**config.mk**
```make
export PLATFORM = sky130hd
export DESIGN_NAME = direct_coil_drive
export DESIGN_NICKNAME = d
export VERILOG_FILES = /design/src/common/coil_drive_pkg.sv /design/src/verilog/direct_coil_drive.sv
export SDC_FILE = /design/constraint.sdc
export NUM_CORES = 1
export LEC_CHECK = 0
export BUFFER_PORTS_ARGS = -buffer_cell sky130_fd_sc_hd__buf_2
export CAP_MARGIN = 10
export CORE_ASPECT_RATIO = 1.2
export CORE_MARGIN = 5
export CORE_UTILIZATION = 25
export CTS_CLUSTER_SIZE = 24
export DETAILED_ROUTE_END_ITERATION = 12
export GPL_ROUTABILITY_DRIVEN = 1
export GPL_TIMING_DRIVEN = 0
export SLEW_MARGIN = 20
export SYNTH_ARGS = -nofsm -noshare
export SYNTH_HDL_FRONTEND = slang
export SYNTH_SLANG_ARGS = --single-unit
```
**constraint.sdc**
```tcl
create_clock -name ref_clk -period 9.2 [get_ports ref_clk]
set_input_delay 1.84 -clock ref_clk [delete_from_list [all_inputs] [get_ports ref_clk]]
set_output_delay 1.84 -clock ref_clk [all_outputs]
set_load 0.03 [all_outputs]
```
**src/common/coil_drive_pkg.sv**
```systemverilog
// constants, register map and state layout of the direct coil-drive block
// assumes one 125 MHz clock and synchronous pins
package coil_drive_pkg;
    localparam int unsigned CLK_HZ = 125000000;
    localparam int unsigned BAUD_HZ = 115200;
    localparam int unsigned BIT_CYC = CLK_HZ / BAUD_HZ;
    localparam logic [10:0] BIT_CNT = 11'(BIT_CYC - 1);
    localparam logic [10:0] HALF_CNT = 11'(BIT_CYC / 2);
    localparam logic [6:0] A_GLOBAL_CONFIGURATION = 7'h00;
    localparam logic [6:0] A_CURRENT = 7'h10;
    localparam logic [6:0] A_POWERDOWN = 7'h11;
    localparam logic [6:0] A_POSITION = 7'h21;
    localparam logic [6:0] A_TARGET = 7'h2d;
    localparam logic [6:0] A_CHOPPER = 7'h6c;
    localparam logic [6:0] A_PWMCONF = 7'h70;
    localparam int B_EN_PWM = 2;
    localparam int B_DIRECT = 16;
    localparam int B_AUTOSCALE = 18;
    localparam int B_FW_LO = 20;
    localparam int B_RUNNING_CURRENT_SCALE_LO = 8;
    localparam int B_DELAY_LO = 16;
    localparam int B_COIL_B_LO = 16;
    localparam logic [7:0] SYNC_BYTE = 8'h05;
    localparam logic [7:0] HOST_ADDR = 8'hff;
    localparam logic [7:0] CRC_POLY = 8'h07;
    localparam logic [5:0] SPI_BITS = 6'h28;
    localparam logic [8:0] DUTY_MIN = 9'h100;
    localparam logic [8:0] DUTY_NEG_FULL = 9'h101;
    localparam logic [1:0] FW_FREE = 2'h1;
    localparam logic [7:0] SCALE_FULL = 8'hff;

    typedef enum logic [1:0] {RX_IDLE, RX_START, RX_DATA, RX_STOP} rx_e;

    typedef struct packed {
        logic [8:0] duty;
        logic [7:0] limit;
        logic reg_en;
    } coil_drive_s;

    typedef struct packed {
        logic direct; logic en_pwm; logic autoscale; logic [1:0] fw;
        logic [4:0] standstill_current_scale; logic [4:0] running_current_scale; logic [3:0] hold_dly;
        logic [7:0] pdown; logic [3:0] chopper_off_time; logic [7:0] ampl; logic [7:0] grad;
        logic [31:0] target; logic [31:0] position;
        logic [4:0] cs; logic boost; logic [7:0] pd_cnt; logic [3:0] dly_cnt;
        logic [17:0] pre; logic step_q; logic [7:0] scale;
        logic sclk_q; logic csn_q; logic [39:0] sh; logic [5:0] nbits;
        logic [6:0] rd_addr; logic sdo;
        rx_e rx; logic [10:0] rcnt; logic [2:0] rbit; logic [7:0] rbyte;
        logic [2:0] fidx; logic [7:0] fnode; logic [7:0] freg; logic [31:0] fdata;
        logic [7:0] crc;
        logic [3:0] tbytes; logic [3:0] tbit; logic [10:0] tcnt; logic [9:0] tsh;
        logic [63:0] tbuf; logic tx_o; logic tx_oe;
        coil_drive_s ca; coil_drive_s cb; logic free_o; logic en_o;
    } st_s;
endpackage

```
**src/verilog/direct_coil_drive.sv**
```systemverilog
// direct coil-drive block: register file, serial and single-wire access, coil setpoints
// assumes synchronous pins, external bridge stage consumes coil_a/coil_b
// Function
// direct flag set: coil polarity and setting come from target register 0x2d.
// coil A uses bits 8..0, coil B bits 24..16.
// coil current limit is scaled by the standstill current scale.
// direct mode ignores step/direction for positioning; no ramp motion.
// host keeps coil settings within +-248 under the hysteresis chopper.
// host sets voltage mode, autoscale off, amplitude 255, gradient 4, hold 31.
// coil field is signed -255..+255 mapped linearly to full coil voltage.
// autoscale off in voltage mode: current sensing unused.
// hold zero and standstill option 01 lets the coils standstill_output_option.
// autoscale on: limit is hold scale times the coil's absolute duty.
// regulate the larger coil only; its overcurrent scales both duties down.
// hysteresis chopper regulates each bridge independently.
// run current starts on a step pulse, both coils, drops after power-down.
// host pulses step whenever a solenoid coil is switched on.
// serial read: query datagram first, value returned on next access.
// single-wire frame accepted only with a matching checksum byte.
// single-wire node address is 1 while the increment pin is high.
// serial datagram is 40 bits, address byte with write bit, data MSB first.
// write frame 8 bytes, read request 4 bytes, answered with 8 bytes.
`timescale 1ns/1ns
`default_nettype none
module direct_coil_drive #(
    parameter int unsigned PD_TICK = 262144
) (
    input wire logic ref_clk,
    input wire logic rst_n,
    input wire logic step_in,
    input wire logic [1:0] coil_over_limit,
    input wire logic address_increment_input,
    input wire logic spi_csn,
    input wire logic spi_sclk,
    input wire logic spi_sdi,
    output logic spi_sdo,
    input wire logic uart_in,
    output logic uart_out,
    output logic uart_oe,
    output coil_drive_pkg::coil_drive_s coil_a,
    output coil_drive_pkg::coil_drive_s coil_b,
    output logic coil_standstill_output_option,
    output logic driver_enable
);
    coil_drive_pkg::st_s s, n;

    function automatic logic [7:0] crc8(input logic [7:0] c, input logic [7:0] b);
        logic [7:0] r;
        r = c;
        for (int i = 0; i < 8; i++)
        begin
            if (r[7] ^ b[i])
                r = {r[6:0], 1'b0} ^ coil_drive_pkg::CRC_POLY;
            else
                r = {r[6:0], 1'b0};
        end
        return r;
    endfunction

    function automatic logic [31:0] rd(input logic [6:0] a, input coil_drive_pkg::st_s t);
        logic [31:0] v;
        v = 32'h0;
        case (a)
            coil_drive_pkg::A_GLOBAL_CONFIGURATION:
            begin
                v[coil_drive_pkg::B_EN_PWM] = t.en_pwm;
                v[coil_drive_pkg::B_DIRECT] = t.direct;
            end
            coil_drive_pkg::A_CURRENT: v = {12'h0, t.hold_dly, 3'h0, t.running_current_scale, 3'h0, t.standstill_current_scale};
            coil_drive_pkg::A_POWERDOWN: v = {24'h0, t.pdown};
            coil_drive_pkg::A_POSITION: v = t.position;
            coil_drive_pkg::A_TARGET: v = t.target;
            coil_drive_pkg::A_CHOPPER: v = {28'h0, t.chopper_off_time};
            coil_drive_pkg::A_PWMCONF: v = {10'h0, t.fw, 1'b0, t.autoscale, 2'h0, t.grad, t.ampl};
            default: v = 32'h0;
        endcase
        return v;
    endfunction

    function automatic logic [7:0] mag(input logic [8:0] f);
        logic [8:0] m;
        m = f[8] ? 9'(-f) : f;
        return (f == coil_drive_pkg::DUTY_MIN) ? 8'hff : m[7:0];
    endfunction

    logic wen;
    logic [6:0] wa;
    logic [31:0] wd;
    logic [7:0] ma, mb, b;
    logic [7:0] my_node;
    logic tick, step_rise, over;
    logic [8:0] fa, fb;
    logic [16:0] pa, pb;
    logic [12:0] la, lb;
    logic [63:0] rep;
    logic [7:0] rc;

    ////////////////////////////////////////////////////////////////////////
    always_comb
    begin
        n = s;
        wen = 1'b0;
        wa = 7'h0;
        wd = 32'h0;
        b = s.rbyte;
        rep = 64'h0;
        rc = 8'h0;
        my_node = {7'h0, address_increment_input};
        // serial link, mode 3: sample on rising, shift out on falling
        n.sclk_q = spi_sclk;
        n.csn_q = spi_csn;
        if (!spi_csn && s.csn_q)
        begin
            n.sh = {7'h0, s.direct, rd(s.rd_addr, s)};
            n.nbits = 6'h0;
            n.sdo = 1'b0;
        end
        else if (!spi_csn && spi_sclk && !s.sclk_q)
        begin
            n.sh = {s.sh[38:0], spi_sdi};
            n.nbits = s.nbits + 6'h1;
        end
        else if (!spi_csn && !spi_sclk && s.sclk_q)
            n.sdo = s.sh[39];
        if (spi_csn && !s.csn_q && s.nbits == coil_drive_pkg::SPI_BITS)
        begin
            if (s.sh[39])
            begin
                wen = 1'b1;
                wa = s.sh[38:32];
                wd = s.sh[31:0];
            end
            else
                n.rd_addr = s.sh[38:32];
        end
        // single-wire receiver; a timed-out start glitch goes back to idle
        n.rcnt = (s.rcnt == 11'h0) ? 11'h0 : s.rcnt - 11'h1;
        case (s.rx)
            coil_drive_pkg::RX_IDLE:
                if (!uart_in && !s.tx_oe)
                begin
                    n.rx = coil_drive_pkg::RX_START;
                    n.rcnt = coil_drive_pkg::HALF_CNT;
                end
            coil_drive_pkg::RX_START:
                if (s.rcnt == 11'h0)
                begin
                    n.rx = uart_in ? coil_drive_pkg::RX_IDLE : coil_drive_pkg::RX_DATA;
                    n.rcnt = coil_drive_pkg::BIT_CNT;
                    n.rbit = 3'h0;
                end
            coil_drive_pkg::RX_DATA:
                if (s.rcnt == 11'h0)
                begin
                    n.rbyte = {uart_in, s.rbyte[7:1]};
                    n.rbit = s.rbit + 3'h1;
                    n.rcnt = coil_drive_pkg::BIT_CNT;
                    if (s.rbit == 3'h7)
                        n.rx = coil_drive_pkg::RX_STOP;
                end
            coil_drive_pkg::RX_STOP:
                if (s.rcnt == 11'h0)
                begin
                    n.rx = coil_drive_pkg::RX_IDLE;
                    n.crc = crc8(s.crc, b);
                    n.fidx = s.fidx + 3'h1;
                    case (s.fidx)
                        3'h0:
                        begin
                            n.crc = crc8(8'h0, b);
                            if (b != coil_drive_pkg::SYNC_BYTE)
                                n.fidx = 3'h0;
                        end
                        3'h1: n.fnode = b;
                        3'h2: n.freg = b;
                        default: n.fdata = {s.fdata[23:0], b};
                    endcase
                    if ((s.fidx == 3'h3 && !s.freg[7]) || s.fidx == 3'h7)
                    begin
                        n.fidx = 3'h0;
                        n.fdata = s.fdata;
                        if (b == s.crc && s.fnode == my_node)
                        begin
                            if (s.freg[7])
                            begin
                                // serial write wins a same-cycle clash
                                if (!wen)
                                begin
                                    wen = 1'b1;
                                    wa = s.freg[6:0];
                                    wd = s.fdata;
                                end
                            end
                            else
                            begin
                                rep = {coil_drive_pkg::SYNC_BYTE, coil_drive_pkg::HOST_ADDR,
                                       1'b0, s.freg[6:0], rd(s.freg[6:0], s), 8'h0};
                                for (int i = 7; i > 0; i--)
                                    rc = crc8(rc, rep[i*8 +: 8]);
                                n.tbuf = {rep[63:8], rc};
                                n.tbytes = 4'h8;
                                n.tbit = 4'h0;
                                n.tcnt = coil_drive_pkg::BIT_CNT;
                                n.tsh = {1'b1, rep[63:56], 1'b0};
                            end
                        end
                    end
                end
            default: n.rx = coil_drive_pkg::RX_IDLE;
        endcase
        // single-wire answer: 8 bytes, start/stop framed, LSB first
        if (s.tbytes != 4'h0)
        begin
            n.tcnt = s.tcnt - 11'h1;
            if (s.tcnt == 11'h0)
            begin
                n.tcnt = coil_drive_pkg::BIT_CNT;
                n.tsh = {1'b1, s.tsh[9:1]};
                n.tbit = s.tbit + 4'h1;
                if (s.tbit == 4'h9)
                begin
                    n.tbit = 4'h0;
                    n.tbytes = s.tbytes - 4'h1;
                    n.tbuf = {s.tbuf[55:0], 8'h0};
                    n.tsh = {1'b1, s.tbuf[55:48], 1'b0};
                end
            end
        end
        n.tx_oe = (n.tbytes != 4'h0);
        n.tx_o = n.tx_oe ? n.tsh[0] : 1'b1;
        if (wen)
            case (wa)
                coil_drive_pkg::A_GLOBAL_CONFIGURATION:
                begin
                    n.en_pwm = wd[coil_drive_pkg::B_EN_PWM];
                    n.direct = wd[coil_drive_pkg::B_DIRECT];
                end
                coil_drive_pkg::A_CURRENT:
                begin
                    n.standstill_current_scale = wd[4:0];
                    n.running_current_scale = wd[coil_drive_pkg::B_RUNNING_CURRENT_SCALE_LO +: 5];
                    n.hold_dly = wd[coil_drive_pkg::B_DELAY_LO +: 4];
                end
                coil_drive_pkg::A_POWERDOWN: n.pdown = wd[7:0];
                coil_drive_pkg::A_TARGET: n.target = wd;
                coil_drive_pkg::A_CHOPPER: n.chopper_off_time = wd[3:0];
                coil_drive_pkg::A_PWMCONF:
                begin
                    n.ampl = wd[7:0];
                    n.grad = wd[15:8];
                    n.autoscale = wd[coil_drive_pkg::B_AUTOSCALE];
                    n.fw = wd[coil_drive_pkg::B_FW_LO +: 2];
                end
                default: n.target = n.target;
            endcase
        ////////////////////////////////////////////////////////////////////
        // run/hold current scaling; step only triggers the boost
        n.step_q = step_in;
        step_rise = step_in && !s.step_q && s.direct;
        tick = (s.pre == 18'(PD_TICK - 1));
        n.pre = tick ? 18'h0 : s.pre + 18'h1;
        if (step_rise)
        begin
            n.boost = 1'b1;
            n.cs = s.running_current_scale;
            n.pd_cnt = s.pdown;
            n.pre = 18'h0;
        end
        else if (s.boost)
        begin
            if (tick)
            begin
                n.pd_cnt = s.pd_cnt - 8'h1;
                if (s.pd_cnt == 8'h0)
                begin
                    n.boost = 1'b0;
                    n.dly_cnt = s.hold_dly;
                end
            end
        end
        else if (s.cs > s.standstill_current_scale && s.hold_dly != 4'h0)
        begin
            // gradual drop to hold limits the back-EMF kick on release
            if (tick)
            begin
                n.dly_cnt = (s.dly_cnt == 4'h0) ? s.hold_dly : s.dly_cnt - 4'h1;
                n.cs = (s.dly_cnt == 4'h0) ? s.cs - 5'h1 : s.cs;
            end
        end
        else
            n.cs = s.standstill_current_scale;
        ////////////////////////////////////////////////////////////////////
        fa = s.target[8:0];
        fb = s.target[coil_drive_pkg::B_COIL_B_LO +: 9];
        ma = mag(fa);
        mb = mag(fb);
        over = (ma >= mb) ? coil_over_limit[0] : coil_over_limit[1];
        if (s.en_pwm && s.autoscale)
        begin
            if (over && s.scale != 8'h0)
                n.scale = s.scale - 8'h1;
            else if (!over && s.scale != coil_drive_pkg::SCALE_FULL)
                n.scale = s.scale + 8'h1;
        end
        else
            n.scale = coil_drive_pkg::SCALE_FULL;
        pa = 17'(ma) * 17'({1'b0, s.scale} + 9'h1);
        pb = 17'(mb) * 17'({1'b0, s.scale} + 9'h1);
        la = 13'(ma) * 13'({1'b0, s.cs} + 6'h1);
        lb = 13'(mb) * 13'({1'b0, s.cs} + 6'h1);
        n.ca.limit = s.direct ? la[12:5] : 8'h0;
        n.cb.limit = s.direct ? lb[12:5] : 8'h0;
        // full-negative code is clamped only when raw; scaled duty must still follow scale
        n.ca.duty = !s.direct ? 9'h0 : !s.en_pwm ?
                    ((fa == coil_drive_pkg::DUTY_MIN) ? coil_drive_pkg::DUTY_NEG_FULL : fa) :
                    fa[8] ? 9'(-{1'b0, pa[15:8]}) : {1'b0, pa[15:8]};
        n.cb.duty = !s.direct ? 9'h0 : !s.en_pwm ?
                    ((fb == coil_drive_pkg::DUTY_MIN) ? coil_drive_pkg::DUTY_NEG_FULL : fb) :
                    fb[8] ? 9'(-{1'b0, pb[15:8]}) : {1'b0, pb[15:8]};
        n.ca.reg_en = s.direct && (!s.en_pwm || (s.autoscale && ma >= mb));
        n.cb.reg_en = s.direct && (!s.en_pwm || (s.autoscale && mb > ma));
        n.free_o = s.direct && s.standstill_current_scale == 5'h0 && s.fw == coil_drive_pkg::FW_FREE
                   && !s.boost;
        n.en_o = (s.chopper_off_time != 4'h0);
    end

    always_ff @(posedge ref_clk)
        if (!rst_n)
        begin
            s <= '0;
            s.sclk_q <= 1'b1;
            s.csn_q <= 1'b1;
            s.tx_o <= 1'b1;
            s.scale <= coil_drive_pkg::SCALE_FULL;
        end
        else
            s <= n;

    assign spi_sdo = s.sdo;
    assign uart_out = s.tx_o;
    assign uart_oe = s.tx_oe;
    assign coil_a = s.ca;
    assign coil_b = s.cb;
    assign coil_standstill_output_option = s.free_o;
    assign driver_enable = s.en_o;

    ////////////////////////////////////////////////////////////////////////
    property p_boost_on_step;
        @(posedge ref_clk) disable iff (!rst_n)
        (step_in && !s.step_q && s.direct) |=> (s.boost && s.cs == $past(s.running_current_scale));
    endproperty
    a_boost_on_step: assert property (p_boost_on_step) else $error("no boost on step");
    property p_no_boost_outside;
        @(posedge ref_clk) disable iff (!rst_n)
        (!s.direct && !s.boost) |=> !s.boost;
    endproperty
    a_no_boost_outside: assert property (p_no_boost_outside) else $error("step used");
    property p_coil_a_field;
        @(posedge ref_clk) disable iff (!rst_n)
        (s.direct && !s.en_pwm && s.target[8:0] != 9'h100) |=> coil_a.duty == $past(s.target[8:0]);
    endproperty
    a_coil_a_field: assert property (p_coil_a_field) else $error("coil a field");
    property p_coil_b_field;
        @(posedge ref_clk) disable iff (!rst_n)
        (s.direct && !s.en_pwm && s.target[24:16] != 9'h100) |=> coil_b.duty == $past(s.target[24:16]);
    endproperty
    a_coil_b_field: assert property (p_coil_b_field) else $error("coil b field");
    property p_single_reg;
        @(posedge ref_clk) disable iff (!rst_n)
        (s.direct && s.en_pwm) |=> !(coil_a.reg_en && coil_b.reg_en);
    endproperty
    a_single_reg: assert property (p_single_reg) else $error("both coils regulated");
    property p_both_reg;
        @(posedge ref_clk) disable iff (!rst_n)
        (s.direct && !s.en_pwm) |=> (coil_a.reg_en && coil_b.reg_en);
    endproperty
    a_both_reg: assert property (p_both_reg) else $error("bridge not regulated");
    property p_standstill_output_option;
        @(posedge ref_clk) disable iff (!rst_n)
        (s.direct && s.standstill_current_scale == 5'h0 && s.fw == 2'h1 && !s.boost) |=> coil_standstill_output_option;
    endproperty
    a_standstill_output_option: assert property (p_standstill_output_option) else $error("no standstill_output_option");
    property p_no_sense;
        @(posedge ref_clk) disable iff (!rst_n)
        (s.en_pwm && !s.autoscale) |=> (s.scale == 8'hff && !coil_a.reg_en && !coil_b.reg_en);
    endproperty
    a_no_sense: assert property (p_no_sense) else $error("sensing used");
endmodule
`default_nettype wire

```
=== Word level (Yosys, flattened, before mapping) ===
Cells that the tools add are included.

* Output and inout bits: 41
* Word-level logic and storage cells: 826
* Flip-flop bits (word level): 396
* Bits of input ports: 10

* Add/subtract/negate cells: 19
* Reduce and logical (&&, ||, !) cells: 87
* Multiply operators: 4
* Multiplexer cells: 490
* Bitwise gates (word level): 130
* Order comparisons: 3
* Equal/unequal tests: 43

{| class="wikitable"
|+ Operators with widths
! kind !! count
|-
| $mux 8 || 318
|-
| $mux 93 || 7
|-
| $mux 32 || 8
|-
| $mux 3 || 74
|-
| $not 3->3 || 70
|-
| $pmux 13 s5 || 2
|-
| $mux 13 || 7
|-
| $pmux 15 s3 || 2
|-
| $mux 39 || 2
|-
| $mux 15 || 5
|-
| $mux 73 || 1
|-
| $mux 9 || 7
|-
| $mux 7 || 8
|-
| $xor 1x1->1 || 54
|-
| $eq 7x5->1 const B || 6
|-
| $eq 7x7->1 const B || 6
|-
| $pmux 11 s3 || 1
|-
| $reduce_and 2->1 || 14
|-
| $mux 24 || 1
|-
| $logic_and 1x1->1 || 23
|-
| $logic_not 11->1 || 2
|-
| $sub 11x1->11 const B || 2
|-
| $eq 7x6->1 const B || 3
|-
| $logic_not 7->1 || 3
|-
| other kinds (64) || 150
|}

=== Longest topological paths before layout ===
* Depth in word-level cells: 396
* Depth in mapped cells: 29
* Depth with buffers taken out: 28

=== Worst setup path after synthesis ===
OpenSTA, ideal clock, no wires.

* Path type: register to register
* Start point: reg s, in the netlist fa[0]
* End point: reg s, in the netlist coil_a[15]
* Arrival: 6265 ps
* Buffers on the path: 1
* Data required time: 9076 ps
* Setup slack: 2812 ps
* Cell stages (with the launch flop): 25
* Period minus slack after synthesis: 6388 ps
* Library setup time: 124 ps
* Cells stage by stage: dfxtp_1 -> clkbuf_1 -> inv_1 -> ha_1 -> or4b_2 -> nor2_1 -> o22a_1 -> clkinv_1 -> nor2_1 -> fa_1 -> fa_1 -> fa_1 -> inv_1 -> fa_1 -> inv_1 -> ha_1 -> a2111oi_2 -> nor2_1 -> xnor2_1 -> ha_1 -> and4_1 -> a311o_1 -> o21ai_0 -> and4_1 -> nor3_1

* Word-level cells in the longest chain between the ends: 7
* Elaborated cells on any way between the ends: 9
* Classes of those cells: 2 x add/sub; 1 x mul; 1 x eq/ne; 5 x mux

{| class="wikitable"
|+ Ends and longest elaborated chain
! element !! RTL line !! source
|-
| start: declaration || direct_coil_drive.sv:45 || <nowiki>coil_drive_pkg::st_s s, n;</nowiki>
|-
| start signal: assignment || direct_coil_drive.sv:337 || <nowiki>s <= n;</nowiki>
|-
| $neg 8->8 || direct_coil_drive.sv:82 || <nowiki>m = f[8] ? 9'(-f) : f;</nowiki>
|-
| $mux 8 || direct_coil_drive.sv:82 ||
|-
| $mux 8 || direct_coil_drive.sv:83 || <nowiki>return (f == coil_drive_pkg::DUTY_MIN) ? 8'hff : m[7:0];</nowiki>
|-
| $mul 8x17->16 || direct_coil_drive.sv:307 || <nowiki>pa = 17'(ma) * 17'({1'b0, s.scale} + 9'h1);</nowiki>
|-
| $neg 8->9 || direct_coil_drive.sv:316 || <nowiki>fa[8] ? 9'(-{1'b0, pa[15:8]}) : {1'b0, pa[15:8]};</nowiki>
|-
| $mux 9 || direct_coil_drive.sv:316 ||
|-
| $mux 9 (*) || direct_coil_drive.sv:314 || <nowiki>n.ca.duty = !s.direct ? 9'h0 : !s.en_pwm ?</nowiki>
|}

Every way passes the cells marked *; elsewhere a longest branch is shown, timed or not.
A chain may end at the register's enable or synchronous reset.

=== Worst setup path in the final report ===
* Start point: reg s, in the netlist fb[8]
* End point: reg s, in the netlist coil_b[16]

* Word-level cells in the longest chain between the ends: 6
* Elaborated cells on any way between the ends: 8
* Classes of those cells: 1 x add/sub; 1 x mul; 1 x eq/ne; 5 x mux

{| class="wikitable"
|+ Ends and longest elaborated chain
! element !! RTL line !! source
|-
| $eq 9x9->1 or $mux 8 (tied branches) || direct_coil_drive.sv:83, direct_coil_drive.sv:318, direct_coil_drive.sv:82 ||
|-
| $mux 8 || direct_coil_drive.sv:83 ||
|-
| $mul 8x9->16 || direct_coil_drive.sv:308 || <nowiki>pb = 17'(mb) * 17'({1'b0, s.scale} + 9'h1);</nowiki>
|-
| $neg 8->9 || direct_coil_drive.sv:319 || <nowiki>fb[8] ? 9'(-{1'b0, pb[15:8]}) : {1'b0, pb[15:8]};</nowiki>
|-
| $mux 9 || direct_coil_drive.sv:319 ||
|-
| $mux 9 (*) || direct_coil_drive.sv:317 || <nowiki>n.cb.duty = !s.direct ? 9'h0 : !s.en_pwm ?</nowiki>
|}

Marks and branches as above.

==> results.py <==
metrics = {
    "power_and_ir_drop": {
        "worst_ir_drop_on_vdd_uv": 134,
        "power_per_unit_of_standard_cell_area_nw_per_um2": 121,
        "p_leak_uw": 0.0122,
        "finalPower_uw": 3710,
    },
    "clocking": {
        "cts.root.buffer_cell": "sky130_fd_sc_hd__clkbuf_16",
        "clkLatencyLatePin_ns": 0.65,
        "cts_tree": "yes",
        "clock_tree.htree_level_count": 2,
        "tritoncts_num_sinks": 388,
        "cts_hold_buffers": 0,
        "clk_path_buf_depth": 3,
        "cts-buffers-inserted": 47,
        "post_cts.repair.setup_buffers": 0,
        "post_cts_resized": 0,
        "cts.clk_slew.worst_paths_ns": 0.06,
    },
    "synthesis": {
        "syn_inst": 3347,
        "synth_edf_count": 0,
        "dominantRegCellSynth": "sky130_fd_sc_hd__dfxtp_1",
        "yosysSeqAreaShare_pct": 28.8,
        "synth-warning-count": 0,
        "synth-seq-cells": 388,
        "syn_nets": 3638,
        "synthesis.area_per_instance_um2": 8.06,
        "asyncSetResetFlopFracSynth_pct": 0,
        "post_synth_num_cell_types": 83,
        "mappedNetlistArea_um2": 27000,
    },
    "timing": {
        "fin_setup_tns_ns": 0,
        "max_clk_rate_ghz": 0.122,
        "finalSetupViolations": 0,
        "final_min_period_over_clock_period_pct": 88.7,
        "timing.clock.skew_ns": 0.0671,
        "layout_min_cycle_time_ns": 8.16,
        "report.final.hold_viol_count": 0,
        "timing_max_transition_violations_final": 0,
        "slew-limit-headroom_pct": 21.6,
        "worst_pin_slew_ns": 1.17,
        "rsz0062_at_grt": "no",
    },
    "worst_setup_path": {
        "crit_path_end_kind": "flip-flop",
        "cpPeakStageDelay_ns": 0.89,
        "critPathArrivalTime_ns": 8.64,
        "cp_data_required_time_ns": 9.68,
        "timing.critical_path.slowest_stage_cell": "sky130_fd_sc_hd__o22ai_1",
        "critical_path.cell_chain": "clkbuf_1 > clkbuf_1 > inv_1 > a21oi_1 > o22ai_1 > clkinv_1 > nand2_1 > fa_1 > fa_1 > inv_1 > fa_1 > inv_1 > fa_1 > inv_1 > ha_1 > o21ai_0 > nand2b_1 > a21oi_1 > o311ai_0 > xor2_1 > o41ai_1 > xnor2_1 > a21oi_1",
        "path_buf_inv": 7,
        "path_max_fanout": 10,
        "cp_top_family": "compound AO/OA/AOI/OAI gates",
        "worstReg2RegStart": "fb[8]",
        "rrSetupSlack_ns": 1.04,
        "critPathKind": "flip-flop to flip-flop",
        "worst-r2r-cell-count": 23,
        "worstReg2RegEnd": "coil_b[16]",
        "crit_path_start_kind": "flip-flop",
    },
    "status": {
        "run_status": "complete, no violations",
    },
    "die": {
        "design.core.area_um2": 108000,
        "io_pins": 51,
        "initial_util_pct": 25.1,
        "placement_rows": 132,
        "fp.dieH_um": 370,
        "dieArea_um2": 115000,
        "die_wd_um": 310,
    },
    "route": {
        "drt-vias-per-instance": 4.89,
        "first_pass_iters": 9,
        "wl_per_cell_um": 17.4,
        "drt.antenna.violating_nets": 0,
        "route.detailed.drc": 0,
        "detail_route.iter0.violations": 2121,
        "detail_route.wirelength_um": 85100,
        "route.vias.total": 23900,
    },
    "finish": {
        "finish.net_count": 3738,
        "drive_above_1_share_pct": 6.35,
        "leading_cell_type_in_the_layout_fill_and_taps_excluded": "sky130_fd_sc_hd__nor2_1",
        "multi_input_combinational_cell_area_um2": 17200,
        "area_growth_pct": 13.3,
        "fin_area_um2": 30600,
        "most-common-layout-cells": "sky130_fd_sc_hd__nor2_1 (470), sky130_fd_sc_hd__nand2_1 (436), sky130_fd_sc_hd__dfxtp_1 (388), sky130_fd_sc_hd__inv_1 (248), sky130_fd_sc_hd__a21oi_1 (221)",
        "num_antenna_cells": 0,
        "layout.cells.non_filler": 4886,
        "total_area_of_sequential_cells_um2": 7770,
        "layout.filler_cells": 11600,
    },
    "global_routing": {
        "globalRoute.totalOverflow": 0,
        "gr-usage-all-layers_pct": 14.5,
        "antenna_found_initial": 2,
        "grt_pass1_wl_um": 133000,
        "vias_in_the_first_global_route": 23500,
        "grt_max_degree": 17,
    },
    "hold_path": {
        "hold_crit_path_type": "flip-flop to flip-flop",
        "hold_path_startpoint": "s[151]",
        "hold-path-cell-count": 2,
        "worst_hold_path.endpoint": "s[159]",
    },
    "placement": {
        "postPlaceCellArea_um2": 29000,
        "place_congestion": 0.942,
        "numPortBuffers": 49,
        "placed_cells": 4805,
        "dp_hpwl_um": 66100,
    },
    "flow_run": {
        "maxCapViolations": 0,
    },
}
## Yosys cell counts (7+ instances only)
library cell | count | area (um^2)
sky130_fd_sc_hd__a211oi_1 | 56 | 420
sky130_fd_sc_hd__a21o_1 | 24 | 180
sky130_fd_sc_hd__a21oi_1 | 222 | 1110
sky130_fd_sc_hd__a221oi_1 | 22 | 193
sky130_fd_sc_hd__a222oi_1 | 35 | 350
sky130_fd_sc_hd__a22o_1 | 8 | 70.1
sky130_fd_sc_hd__a22oi_1 | 33 | 248
sky130_fd_sc_hd__a311oi_1 | 9 | 78.8
sky130_fd_sc_hd__a31oi_1 | 13 | 81.3
sky130_fd_sc_hd__and2_1 | 32 | 200
sky130_fd_sc_hd__and3_1 | 31 | 194
sky130_fd_sc_hd__and4_1 | 7 | 61.3
sky130_fd_sc_hd__buf_1 | 7 | 26.3
sky130_fd_sc_hd__buf_2 | 15 | 75.1
sky130_fd_sc_hd__buf_4 | 38 | 285
sky130_fd_sc_hd__clkbuf_1 | 177 | 664
sky130_fd_sc_hd__clkinv_1 | 12 | 45.0
sky130_fd_sc_hd__dfxtp_1 | 388 | 7770
sky130_fd_sc_hd__fa_1 | 127 | 2540
sky130_fd_sc_hd__ha_1 | 154 | 1930
sky130_fd_sc_hd__inv_1 | 248 | 931
sky130_fd_sc_hd__mux2i_1 | 76 | 761
sky130_fd_sc_hd__nand2_1 | 436 | 1640
sky130_fd_sc_hd__nand2b_1 | 13 | 81.3
sky130_fd_sc_hd__nand3_1 | 89 | 445
sky130_fd_sc_hd__nand4_1 | 11 | 68.8
sky130_fd_sc_hd__nor2_1 | 470 | 1760
sky130_fd_sc_hd__nor2b_1 | 12 | 75.1
sky130_fd_sc_hd__nor3_1 | 60 | 300
sky130_fd_sc_hd__nor4_1 | 23 | 144
sky130_fd_sc_hd__o211ai_1 | 30 | 225
sky130_fd_sc_hd__o21a_1 | 10 | 75.1
sky130_fd_sc_hd__o21ai_0 | 74 | 370
sky130_fd_sc_hd__o21bai_1 | 7 | 52.6
sky130_fd_sc_hd__o22ai_1 | 7 | 43.8
sky130_fd_sc_hd__or2_2 | 13 | 81.3
sky130_fd_sc_hd__or3_1 | 13 | 81.3
sky130_fd_sc_hd__or4_1 | 9 | 67.6
sky130_fd_sc_hd__xnor2_1 | 150 | 1310
sky130_fd_sc_hd__xnor3_1 | 14 | 315
sky130_fd_sc_hd__xor2_1 | 66 | 578
## cell families after synthesis
kind of cell             synth area share [%]
AND/OR/NAND/NOR                          20.3
AO/OA/AOI/OAI                            14.8
buffers and inverters                    7.55
flip-flops                               28.8
adder cells (fa/ha/maj)                  16.6
XOR/XNOR                                 9.00
multiplexers                             2.95
## where the power goes
part	leakage [uW]	switching, uW	internal (uW)	total, uW
logic	0.00828	96.1	45.1	141
clock network	0.000751	794	1060	1860
registers	0.00313	15.1	1700	1710
total	0.0122	905	2800	3710
## worst max path at each step
stage	startpoint	endpoint	cells past startpoint
4_1_cts	fb[8]	coil_b[16]	23
2_1_floorplan	fa[0]	coil_a[15]	24
5_1_grt	fb[8]	coil_b[16]	23
6_report	fb[8]	coil_b[16]	23
3_3_place_gp	fa[8]	coil_a[15]	22
3_5_place_dp	fb[8]	coil_b[16]	23
## layer usage
metal / vias up / share of wire, % / track usage, %
li1: 11500 / - / -
met1: 11400 / 40 / 17.3
met2: 811 / 49 / 25.5
met3: 217 / 6.5 / 2.41
met4: 2 / 4.9 / 6.36
met5: - / 0.014 / 0
## sequential cells by signal (all words and copies together) (netlist names)
signal,count
spi_sdo,1
uart_out,1
fa,9
fb,9
b,8
coil_a,18
s,321
driver_enable,1
coil_b,18
coil_standstill_output_option,1
uart_oe,1
## area by class of cell
type                    count  share of cell area (%)
multi-input cells        2460                    56.3
flip-flops and latches    388                    25.4
well taps                1407                    5.76
clock buffers              62                    4.26
plain buffers             238                    3.45
inverters                 261                    3.21
repair buffers             51                   0.835
clock inverters            19                   0.810
## worst reg2reg max path, delay by kind of cell (launching register included)
kind / cells / cell delay [ns]
buffers and inverters: 7 / 1.80
adders and majority gates: 5 / 2.43
xor gates and xnor gates: 2 / 0.41
DFF: 1 / 0.29
and+or+nand+nor: 2 / 0.43
AOI/OAI and AO/OA: 7 / 2.66
## metrics by stage
step | worst slack [ns] | hold slack, ns | utilization, %
floorplan | 2.81 | 0.413 | -
global placement | 1.16 | 0.436 | 27.0
detailed placement | 1.14 | 0.443 | 27.0
CTS | 1.06 | 0.445 | 28.4
global route | 0.643 | 0.467 | 28.4
finish | 1.04 | 0.449 | 28.4
Power figures use the tool's default switching activity.
